### src/rtl/gbd_defines.svh
// Constants of the bus command decoder: command codes, limits, resets.
// Included by the package and the design modules.
`ifndef GBD_DEFINES_SVH
`define GBD_DEFINES_SVH

`define GBD_CMD_GTL      8'h01
`define GBD_CMD_SDC      8'h04
`define GBD_CMD_GET      8'h08
`define GBD_CMD_LLO      8'h11
`define GBD_CMD_DCL      8'h14
`define GBD_CMD_SPE      8'h18
`define GBD_CMD_SPD      8'h19
`define GBD_CMD_UNL      8'h3f
`define GBD_CMD_UNT      8'h5f
`define GBD_GRP_LISTEN   3'h1
`define GBD_GRP_TALK     3'h2
`define GBD_LISTEN_BASE  8'h20
`define GBD_TALK_BASE    8'h40
`define GBD_CMD_MASK     8'h7f
`define GBD_ADDR_MAX     5'h1e
`define GBD_ADDR_RESET   5'h00
`define GBD_RQS_BIT      6
`define GBD_UPPER_MAX    6'h14
`define GBD_LOWER_MAX    6'h20
`define GBD_RESP_AW      6
`define GBD_RESP_DEPTH   64

`endif

### src/rtl/gbd_pkg.sv
// Types of the bus command decoder.
// Assumes gbd_defines.svh for the widths.
`include "gbd_defines.svh"

package gbd_pkg;

  typedef enum logic [2:0] {
    GBD_ACC_IDLE  = 3'b001,
    GBD_ACC_READY = 3'b010,
    GBD_ACC_TAKEN = 3'b100
  } gbd_accept_e;

  typedef enum logic [2:0] {
    GBD_SRC_IDLE  = 3'b001,
    GBD_SRC_SETUP = 3'b010,
    GBD_SRC_WAIT  = 3'b100
  } gbd_source_e;

  typedef struct packed {
    logic [4:0]              addr;
    logic                    listen;
    logic                    talk;
    logic                    spoll;
    logic                    llo;
    logic                    srq;
    gbd_accept_e             acc;
    gbd_source_e             src;
    logic [`GBD_RESP_AW:0]   respLen;
    logic [`GBD_RESP_AW-1:0] rdPtr;
    logic                    respPend;
    logic                    stbSent;
    logic [5:0]              upLen;
    logic [5:0]              loLen;
    logic [7:0]              dataByte;
    logic                    dataStb;
    logic                    dataEnd;
    logic                    trig;
    logic                    devClr;
    logic                    gtl;
    logic                    addrRej;
    logic                    respRej;
    logic                    dispRej;
    logic                    nrfdOeN;
    logic                    ndacOeN;
    logic                    davOeN;
    logic                    eoiOeN;
    logic                    dioOeN;
    logic                    srqOeN;
    logic [7:0]              dioOut;
  } gbd_state_s;

endpackage

### src/rtl/gbd_mem_if.sv
// Carrier between the decoder and its response memory.
// One write port, one registered read port, same clock.
`timescale 1ns/10ps
`default_nettype none
`include "gbd_defines.svh"

interface gbd_mem_if;
  logic                    wrEn;
  logic [`GBD_RESP_AW-1:0] wrAddr;
  logic [7:0]              wrData;
  logic [`GBD_RESP_AW-1:0] rdAddr;
  logic [7:0]              rdData;
  modport ctrl (output wrEn, output wrAddr, output wrData,
                output rdAddr, input rdData);
  modport mem  (input wrEn, input wrAddr, input wrData,
                input rdAddr, output rdData);
endinterface

`default_nettype wire

### src/rtl/gbd_decoder.sv
// Bus command decoder: acceptor and source handshake, command decode,
// address matching, serial poll, response and display-text limits.
// Assumes the bus pins are synchronous to mclk, asserted = 1.
//
// How it works
// GTL, SDC, GET act only when listening
// LLO and DCL act without addressing
// SPE enters, SPD leaves serial poll
// Own listen address makes us listener
// Own talk address talks, other stops
// Unlisten and untalk beat address 31
// ATN bytes are commands, else data
// Controller sends UNL, address, command under ATN
// Controller addresses, releases ATN, sends text
// Primary addresses above 30 are refused
// New address adopted, bus state reset
// Responses are stored when parsed
// Only one response unit held at once
// Display text limited to 20 and 32
// Three-wire handshake on every byte
// Service request and status byte in poll
// Secondary command bytes are ignored
// EOI marks the last byte
// Listen address is primary ORed 0x20
// Device clears return to defaults
`timescale 1ns/10ps
`default_nettype none
`include "gbd_defines.svh"

module gbd_decoder
  import gbd_pkg::*;
#(
  parameter int RESP_DEPTH = `GBD_RESP_DEPTH
)
(
  // Clock and reset
  input  wire logic       mclk,
  input  wire logic       nrst,
  // Bus pins sampled
  input  wire logic       atnIn,
  input  wire logic       ifcIn,
  input  wire logic       davIn,
  input  wire logic       nrfdIn,
  input  wire logic       ndacIn,
  input  wire logic       eoiIn,
  input  wire logic [7:0] dioIn,
  // Bus pins driven, enable low while driving
  output logic            nrfdOeN,
  output logic            ndacOeN,
  output logic            davOeN,
  output logic            eoiOeN,
  output logic            dioOeN,
  output logic [7:0]      dioOut,
  output logic            srqOeN,
  // Configuration
  input  wire logic       addrWr,
  input  wire logic [4:0] addrIn,
  output logic [4:0]      addrCur,
  output logic            addrRej,
  // Instrument side status
  input  wire logic       rsvSet,
  input  wire logic [7:0] statusIn,
  output logic            listening,
  output logic            talking,
  output logic            serialPoll,
  output logic            lockout,
  // Instrument side events
  output logic            trigPulse,
  output logic            clearPulse,
  output logic            gtlPulse,
  // Received data
  output logic [7:0]      dataOut,
  output logic            dataStb,
  output logic            dataEnd,
  // Response written at parse time
  input  wire logic       respWr,
  input  wire logic [7:0] respData,
  input  wire logic       respLast,
  output logic            respBusy,
  output logic            respRej,
  // Display text
  input  wire logic       dispWr,
  input  wire logic       dispLower,
  input  wire logic       dispClr,
  output logic [5:0]      upperLen,
  output logic [5:0]      lowerLen,
  output logic            dispRej
);

  initial
  begin
    if (RESP_DEPTH < 2 || RESP_DEPTH > (1 << `GBD_RESP_AW))
      $error("gbd_decoder: RESP_DEPTH out of range");
  end

  localparam logic [`GBD_RESP_AW:0] RESP_CAP =
    (`GBD_RESP_AW+1)'(RESP_DEPTH);

  gbd_state_s st_reg;
  gbd_state_s st_next;
  gbd_mem_if  memBus ();

  function automatic gbd_state_s bus_idle(input gbd_state_s s);
    gbd_state_s r;
    r        = s;
    r.listen = 1'b0;
    r.talk   = 1'b0;
    r.spoll  = 1'b0;
    r.src    = GBD_SRC_IDLE;
    r.davOeN = 1'b1;
    r.eoiOeN = 1'b1;
    r.dioOeN = 1'b1;
    return r;
  endfunction

  function automatic gbd_state_s defaults(input gbd_state_s s);
    gbd_state_s r;
    r          = s;
    r.respPend = 1'b0;
    r.respLen  = '0;
    r.rdPtr    = '0;
    r.srq      = 1'b0;
    r.upLen    = '0;
    r.loLen    = '0;
    return r;
  endfunction

  wire logic [7:0] myListen = `GBD_LISTEN_BASE | {3'h0, st_reg.addr};
  wire logic [7:0] myTalk   = `GBD_TALK_BASE | {3'h0, st_reg.addr};
  wire logic [7:0] cmd      = dioIn & `GBD_CMD_MASK;
  wire logic [7:0] stb      = {statusIn[7], st_reg.srq, statusIn[5:0]};
  wire logic       lastByte =
    (st_reg.rdPtr == `GBD_RESP_AW'(st_reg.respLen - 1'b1));
  // Acceptor takes part for every command and for data when listening
  wire logic       accOn    = atnIn || st_reg.listen;

  always_comb
  begin
    st_next          = st_reg;
    st_next.dataStb  = 1'b0;
    st_next.dataEnd  = 1'b0;
    st_next.trig     = 1'b0;
    st_next.devClr   = 1'b0;
    st_next.gtl      = 1'b0;
    st_next.addrRej  = 1'b0;
    st_next.respRej  = 1'b0;
    st_next.dispRej  = 1'b0;

    if (rsvSet)
      st_next.srq = 1'b1;

    // Acceptor handshake
    case (st_reg.acc)
      GBD_ACC_IDLE:
      begin
        st_next.nrfdOeN = 1'b1;
        st_next.ndacOeN = 1'b1;
        if (accOn && !davIn)
        begin
          st_next.ndacOeN = 1'b0;
          st_next.acc     = GBD_ACC_READY;
        end
      end
      GBD_ACC_READY:
      begin
        st_next.nrfdOeN = 1'b1;
        st_next.ndacOeN = 1'b0;
        if (!accOn)
        begin
          // Release both lines at once, no half-ready idle cycle
          st_next.ndacOeN = 1'b1;
          st_next.acc     = GBD_ACC_IDLE;
        end
        else if (davIn)
        begin
          st_next.nrfdOeN = 1'b0;
          st_next.ndacOeN = 1'b1;
          st_next.acc     = GBD_ACC_TAKEN;
          if (atnIn)
          begin
            if (cmd == `GBD_CMD_UNL)
              st_next.listen = 1'b0;
            else if (cmd == `GBD_CMD_UNT)
              st_next.talk = 1'b0;
            else if (cmd == myListen)
              st_next.listen = 1'b1;
            else if (cmd == myTalk)
              st_next.talk = 1'b1;
            else if (cmd[7:5] == `GBD_GRP_TALK)
              st_next.talk = 1'b0;
            else if (cmd == `GBD_CMD_LLO)
              st_next.llo = 1'b1;
            else if (cmd == `GBD_CMD_DCL)
            begin
              st_next        = defaults(st_next);
              st_next.devClr = 1'b1;
            end
            else if (cmd == `GBD_CMD_SPE)
            begin
              st_next.spoll   = 1'b1;
              st_next.stbSent = 1'b0;
            end
            else if (cmd == `GBD_CMD_SPD)
              st_next.spoll = 1'b0;
            else if (st_reg.listen && cmd == `GBD_CMD_GTL)
            begin
              st_next.gtl = 1'b1;
              st_next.llo = 1'b0;
            end
            else if (st_reg.listen && cmd == `GBD_CMD_SDC)
            begin
              st_next        = defaults(st_next);
              st_next.devClr = 1'b1;
            end
            else if (st_reg.listen && cmd == `GBD_CMD_GET)
              st_next.trig = 1'b1;
            // Secondary group and unknown codes fall through
          end
          else
          begin
            st_next.dataByte = dioIn;
            st_next.dataStb  = 1'b1;
            st_next.dataEnd  = eoiIn;
          end
        end
      end
      GBD_ACC_TAKEN:
      begin
        // Hold not-ready until the source drops valid
        if (!davIn)
        begin
          st_next.nrfdOeN = 1'b1;
          st_next.ndacOeN = !accOn;
          st_next.acc     = accOn ? GBD_ACC_READY : GBD_ACC_IDLE;
        end
      end
      default:
        st_next.acc = GBD_ACC_IDLE;
    endcase

    // Source handshake, talker with ATN released
    case (st_reg.src)
      GBD_SRC_IDLE:
      begin
        st_next.davOeN = 1'b1;
        st_next.eoiOeN = 1'b1;
        st_next.dioOeN = 1'b1;
        if (st_reg.talk && !atnIn)
        begin
          if (st_reg.spoll && !st_reg.stbSent)
          begin
            st_next.dioOut = stb;
            st_next.dioOeN = 1'b0;
            st_next.src    = GBD_SRC_SETUP;
          end
          else if (!st_reg.spoll && st_reg.respPend)
          begin
            st_next.dioOut = memBus.rdData;
            st_next.dioOeN = 1'b0;
            st_next.eoiOeN = !lastByte;
            st_next.src    = GBD_SRC_SETUP;
          end
        end
      end
      GBD_SRC_SETUP:
      begin
        if (atnIn || !st_reg.talk)
          st_next.src = GBD_SRC_IDLE;
        else if (!nrfdIn && ndacIn)
        begin
          st_next.davOeN = 1'b0;
          st_next.src    = GBD_SRC_WAIT;
        end
      end
      GBD_SRC_WAIT:
      begin
        if (!ndacIn)
        begin
          st_next.davOeN = 1'b1;
          st_next.src    = GBD_SRC_IDLE;
          if (st_reg.spoll)
          begin
            st_next.stbSent = 1'b1;
            st_next.srq     = rsvSet;
          end
          else if (lastByte)
          begin
            st_next.respPend = 1'b0;
            st_next.respLen  = '0;
            st_next.rdPtr    = '0;
          end
          else
            st_next.rdPtr = st_reg.rdPtr + 1'b1;
        end
        else if (atnIn)
          st_next.src = GBD_SRC_IDLE;
      end
      default:
        st_next.src = GBD_SRC_IDLE;
    endcase
    st_next.srqOeN = !st_next.srq;

    // Response stored whole at parse time, one unit at a time
    if (respWr)
    begin
      if (st_reg.respPend || st_reg.respLen == RESP_CAP)
        st_next.respRej = 1'b1;
      else
      begin
        st_next.respLen  = st_reg.respLen + 1'b1;
        st_next.respPend = respLast;
      end
    end

    // Display text lengths
    if (dispClr)
    begin
      st_next.upLen = '0;
      st_next.loLen = '0;
    end
    else if (dispWr && !dispLower)
    begin
      if (st_reg.upLen == `GBD_UPPER_MAX)
        st_next.dispRej = 1'b1;
      else
        st_next.upLen = st_reg.upLen + 1'b1;
    end
    else if (dispWr)
    begin
      if (st_reg.loLen == `GBD_LOWER_MAX)
        st_next.dispRej = 1'b1;
      else
        st_next.loLen = st_reg.loLen + 1'b1;
    end

    // Address change and interface clear
    if (addrWr)
    begin
      if (addrIn > `GBD_ADDR_MAX)
        st_next.addrRej = 1'b1;
      else
      begin
        st_next.addr = addrIn;
        st_next      = bus_idle(st_next);
      end
    end
    if (ifcIn)
      st_next = bus_idle(st_next);
  end

  always_ff @(posedge mclk)
  begin
    if (!nrst)
    begin
      st_reg         <= '0;
      st_reg.addr    <= `GBD_ADDR_RESET;
      st_reg.acc     <= GBD_ACC_IDLE;
      st_reg.src     <= GBD_SRC_IDLE;
      st_reg.nrfdOeN <= 1'b1;
      st_reg.ndacOeN <= 1'b1;
      st_reg.davOeN  <= 1'b1;
      st_reg.eoiOeN  <= 1'b1;
      st_reg.dioOeN  <= 1'b1;
      st_reg.srqOeN  <= 1'b1;
    end
    else
      st_reg <= st_next;
  end

  // Write lands at the current length; read uses the next pointer so
  // the registered byte is fresh when the source reloads
  assign memBus.wrEn   = respWr && !st_next.respRej;
  assign memBus.wrAddr = st_reg.respLen[`GBD_RESP_AW-1:0];
  assign memBus.wrData = respData;
  assign memBus.rdAddr = st_next.rdPtr;

  gbd_resp_mem #(
    .DEPTH (RESP_DEPTH)
  ) respMem (
    .mclk  (mclk),
    .port  (memBus.mem)
  );

  assign nrfdOeN    = st_reg.nrfdOeN;
  assign ndacOeN    = st_reg.ndacOeN;
  assign davOeN     = st_reg.davOeN;
  assign eoiOeN     = st_reg.eoiOeN;
  assign dioOeN     = st_reg.dioOeN;
  assign dioOut     = st_reg.dioOut;
  assign srqOeN     = st_reg.srqOeN;
  assign addrCur    = st_reg.addr;
  assign addrRej    = st_reg.addrRej;
  assign listening  = st_reg.listen;
  assign talking    = st_reg.talk;
  assign serialPoll = st_reg.spoll;
  assign lockout    = st_reg.llo;
  assign trigPulse  = st_reg.trig;
  assign clearPulse = st_reg.devClr;
  assign gtlPulse   = st_reg.gtl;
  assign dataOut    = st_reg.dataByte;
  assign dataStb    = st_reg.dataStb;
  assign dataEnd    = st_reg.dataEnd;
  assign respBusy   = st_reg.respPend;
  assign respRej    = st_reg.respRej;
  assign upperLen   = st_reg.upLen;
  assign lowerLen   = st_reg.loLen;
  assign dispRej    = st_reg.dispRej;

endmodule

`default_nettype wire

### src/rtl/gbd_resp_mem.sv
// Response byte store of the bus command decoder.
// Read data comes from a register one cycle after the address.
`timescale 1ns/10ps
`default_nettype none
`include "gbd_defines.svh"

module gbd_resp_mem
  import gbd_pkg::*;
#(
  parameter int DEPTH = `GBD_RESP_DEPTH
)
(
  // Clock
  input  wire logic mclk,
  // Ports
  gbd_mem_if.mem    port
);

  initial
  begin
    if (DEPTH < 1 || DEPTH > (1 << `GBD_RESP_AW))
      $error("gbd_resp_mem: DEPTH out of range");
  end

  logic [7:0] store [DEPTH];
  logic [7:0] rdData_reg;

  always_ff @(posedge mclk)
  begin
    if (port.wrEn)
      store[port.wrAddr] <= port.wrData;
    rdData_reg <= store[port.rdAddr];
  end

  assign port.rdData = rdData_reg;

endmodule

`default_nettype wire

### config.mk
export PLATFORM = sky130hd
export DESIGN_NAME = gbd_decoder
export DESIGN_NICKNAME = d
export VERILOG_FILES = /design/src/rtl/gbd_pkg.sv /design/src/rtl/gbd_mem_if.sv /design/src/rtl/gbd_decoder.sv /design/src/rtl/gbd_resp_mem.sv
export VERILOG_INCLUDE_DIRS = /design/src /design/src/rtl
export SDC_FILE = /design/constraint.sdc
export NUM_CORES = 1
export LEC_CHECK = 0
export ABC_AREA = 1
export BUFFER_PORTS_ARGS = -buffer_cell sky130_fd_sc_hd__buf_2
export CAP_MARGIN = 10
export CORE_AREA = 5 5 307 309
export CTS_BUF_LIST = sky130_fd_sc_hd__clkbuf_4
export CTS_CLUSTER_DIAMETER = 40
export DETAILED_ROUTE_END_ITERATION = 8
export DIE_AREA = 0 0 312 314
export GPL_TIMING_DRIVEN = 1
export PLACE_DENSITY = 0.51
export SLEW_MARGIN = 15
export SYNTH_ARGS = -nofsm -noshare
export SYNTH_HDL_FRONTEND = slang
export SYNTH_SLANG_ARGS = --single-unit
### constraint.sdc
create_clock -name mclk -period 3.2 [get_ports mclk]
set_input_delay 0.64 -clock mclk [delete_from_list [all_inputs] [get_ports mclk]]
set_output_delay 0.64 -clock mclk [all_outputs]
set_load 0.1 [all_outputs]
==> impl_metrics.py <==
metrics = {
    "worst_setup_path": {
        "worst_r2r_path_depth": 20,
        "max_stage_delay_ns": 0.33,
        "critPathSlowestCell": "dfxtp_1",
        "crit_top_cell": "nand3_1",
        "startpoint_type": "flip-flop",
        "required_ns": 4.06,
        "criticalPathCategory": "reg -> reg",
        "crit_path_cell_trace": "inv_1, ha_4, inv_1, nand2_1, nand2_1, nor2_1, nand2_1, nor2_2, nand3_4, nand2_8, buf_16, buf_16, buf_4, nand3b_1, nand3_1, nand3_1, nand3_1, nand3_1, nand3_1, nand2_1",
        "critical_path_arrival_ns": 3.84,
        "crit_fanout": 9,
        "endpoint_kind": "flip-flop",
    },
    "logic_synthesis": {
        "yosysTopAreaCell": "edfxtp_1",
        "synthTopCellsByArea": "edfxtp_1 57%, nand3_1 9.4%, nand3b_1 6.2%, dfxtp_1 6.0%, nand2_1 5.6%",
        "synth_top_family_by_area": "simple AND/OR/NAND/NOR gates",
        "synth.top_cell.area_share_pct": 56.61,
        "synth_cells": 2630,
        "synth_compound_area_share_pct": 2.331,
        "muxShareOfSynthArea_pct": 0,
        "synth_xor_area_share_pct": 0.3225,
        "syn_avg_cell_area_um2": 10.33,
        "yosys.area_share.adder_pct": 0.3225,
        "synth.cell_area_um2": 27160,
        "ys.warnings.count": 0,
        "ys_seq_area_share_pct": 62.58,
        "synthesis.nets": 2681,
        "yosys_register_bits": 593,
        "ys_types": 43,
        "synth_simple_gate_area_share_pct": 25.59,
    },
    "placed_design": {
        "dp.final_hpwl_um": 47460,
        "portBuffers": 94,
        "place_area_um2": 29720,
        "pre_cts_slack_ns": -0.02755,
        "gp_congestion": 0.8077,
        "place_inst": 3889,
    },
    "power": {
        "ir_drop_v": 0.0002597,
        "leakagePower_nw": 12.69,
        "powerDensity_nw_per_um2": 495.5,
        "fin_total_pwr_mw": 16.06,
    },
    "global_routing": {
        "grt_pass1_wl_um": 113400,
        "grt_max_degree": 65,
        "grt_usage_pct": 15.01,
        "grt_remaining_overflow": 0,
        "antenna_found_initial": 2,
        "grt_pass1_vias": 19080,
    },
    "floorplan": {
        "initial_core_util_pct": 29.81,
        "rows": 111,
        "core_um2": 91110,
        "pin_count": 96,
        "die_area_um2": 97970,
        "dieHeight_um": 314,
        "die_w_um": 312,
    },
    "detailed_routing": {
        "drt-vias-per-instance": 4.577,
        "wl_per_cell_um": 17.90,
        "num_vias": 19310,
        "wl_um": 75520,
        "dr.pass1.iters": 6,
        "drtIter0Drc": 1274,
        "ant_nets": 0,
        "post-route-drc-count": 0,
    },
    "final_layout": {
        "fin_area_um2": 32410,
        "drive_above_1_share_pct": 19.41,
        "largest_reg_flops": 512,
        "finalNonFillerCells": 4219,
        "syn_to_final_growth_pct": 19.32,
        "nets": 2961,
        "final_util_pct": 35.57,
        "nFillCells": 9236,
        "final_cell_mix": "512 x edfxtp_1, 507 x nand3_1, 408 x nand2_1",
        "final_common_cell": "edfxtp_1",
    },
    "run": {
        "maxCapViolCount": 0,
    },
    "clock_network": {
        "cts_tree": "built",
        "clk_latency_ns": 0.98,
        "clk_pin_slew_ns": 0.07,
        "clk_path_buf_depth": 3,
        "cts_buffers": 162,
        "cts_sinks": 593,
        "htreeDepth": 4,
        "clockRootBuffer": "clkbuf_4",
    },
    "timing": {
        "period_needed_ns": 2.979,
        "skew_ns": 0.06586,
        "maxSlewHeadroom_pct": 39.80,
        "fmax_mhz": 335.7,
        "worst_pin_slew_ns": 0.9030,
        "finalWorstSetupSlack_ns": 0.2214,
        "hold_viol": 0,
        "maxSlewViolCount": 0,
        "setup_viol": 0,
        "whs_ns": 0.1188,
        "fin_setup_tns_ns": 0,
        "period_share_pct": 93.08,
    },
    "hold_path": {
        "hold_depth": 5,
        "hold_class": "in -> reg",
    },
    "status": {
        "status": "complete, no violations",
    },
}
## worst max-delay path, delay by kind of cell (launching register included)
family	cells	cell delay (ns)
buffers and inverters	5	0.68
AND/OR/NAND/NOR	14	1.53
flip-flops	1	0.33
adder cells (fa/ha/maj)	1	0.28
## cells in the mapped netlist, drive strengths merged
cell type / number
a2111oi: 2
a211oi: 4
a21oi: 53
a221oi: 4
a31oi: 5
a32oi: 2
and3: 1
buf: 165
clkbuf: 17
clkinv: 2
dfxtp: 81
edfxtp: 512
ha: 7
inv: 357
nand2: 412
nand3: 544
nand3b: 226
nand4: 13
nor2: 145
nor3: 16
nor4: 1
o211ai: 2
o21ai: 35
o21bai: 1
o311ai: 1
o31ai: 2
or2: 9
or4: 1
xnor2: 2
xor2: 8
## final timing paths
path	start	end	slack, ns
worst max-delay path	memBus.wrAddr[1]	respMem.port.rdData[1]	0.22
worst min-delay path	statusIn[1]	dioOut[1]	0.12
worst max register to register	memBus.wrAddr[1]	respMem.port.rdData[1]	0.22
worst min register to register	dioOut[7]	dioOut[7]	0.46
## metal layers
layer  wire [µm]  share of wire [%]  vias to the layer above  GRT usage, %
met4        1326                1.8                        0         5.018
li1            -                  -                     9607             -
met2       35860                 47                      489         24.84
met1       34250                 45                     9113         19.70
met3        4080                5.4                      101         3.272
met5           0                  0                        -             0
## what timing repair did
item                                   CTS  global route
setup endpoints to repair                0            12
endpoints found under the hold margin   52             0
setup buffers                            0             6
resized for setup                        0            16
hold buffers                            34             0
## final cells by class
class                   instances  area, µm²  share of cell area (%)
multi-input cells            1496       7859                   24.25
inverters                     359       1350                   4.166
clock buffers                 243       1824                   5.629
diodes                          3      7.507                 0.02317
flip-flops and latches        593      17000                   52.45
clock inverters                41      294.0                  0.9073
repair buffers                298       2592                   8.000
well taps                    1186       1484                   4.579
## kinds of logic after synthesis
logic type,count (synthesis)
and+or+nand+nor,1368
xor gates and xnor gates,10
adders and majority gates,7
AOI/OAI and AO/OA,111
buffers and inverters,541
DFF,593
## power by group
group          total (mW)  switching, mW  internal, mW
registers            8.47         0.0366          8.44
logic               0.637          0.471         0.166
clock network        6.95           3.16          3.78
total                16.1           3.67          12.4
Note: power is estimated with default switching activity, not from simulation.
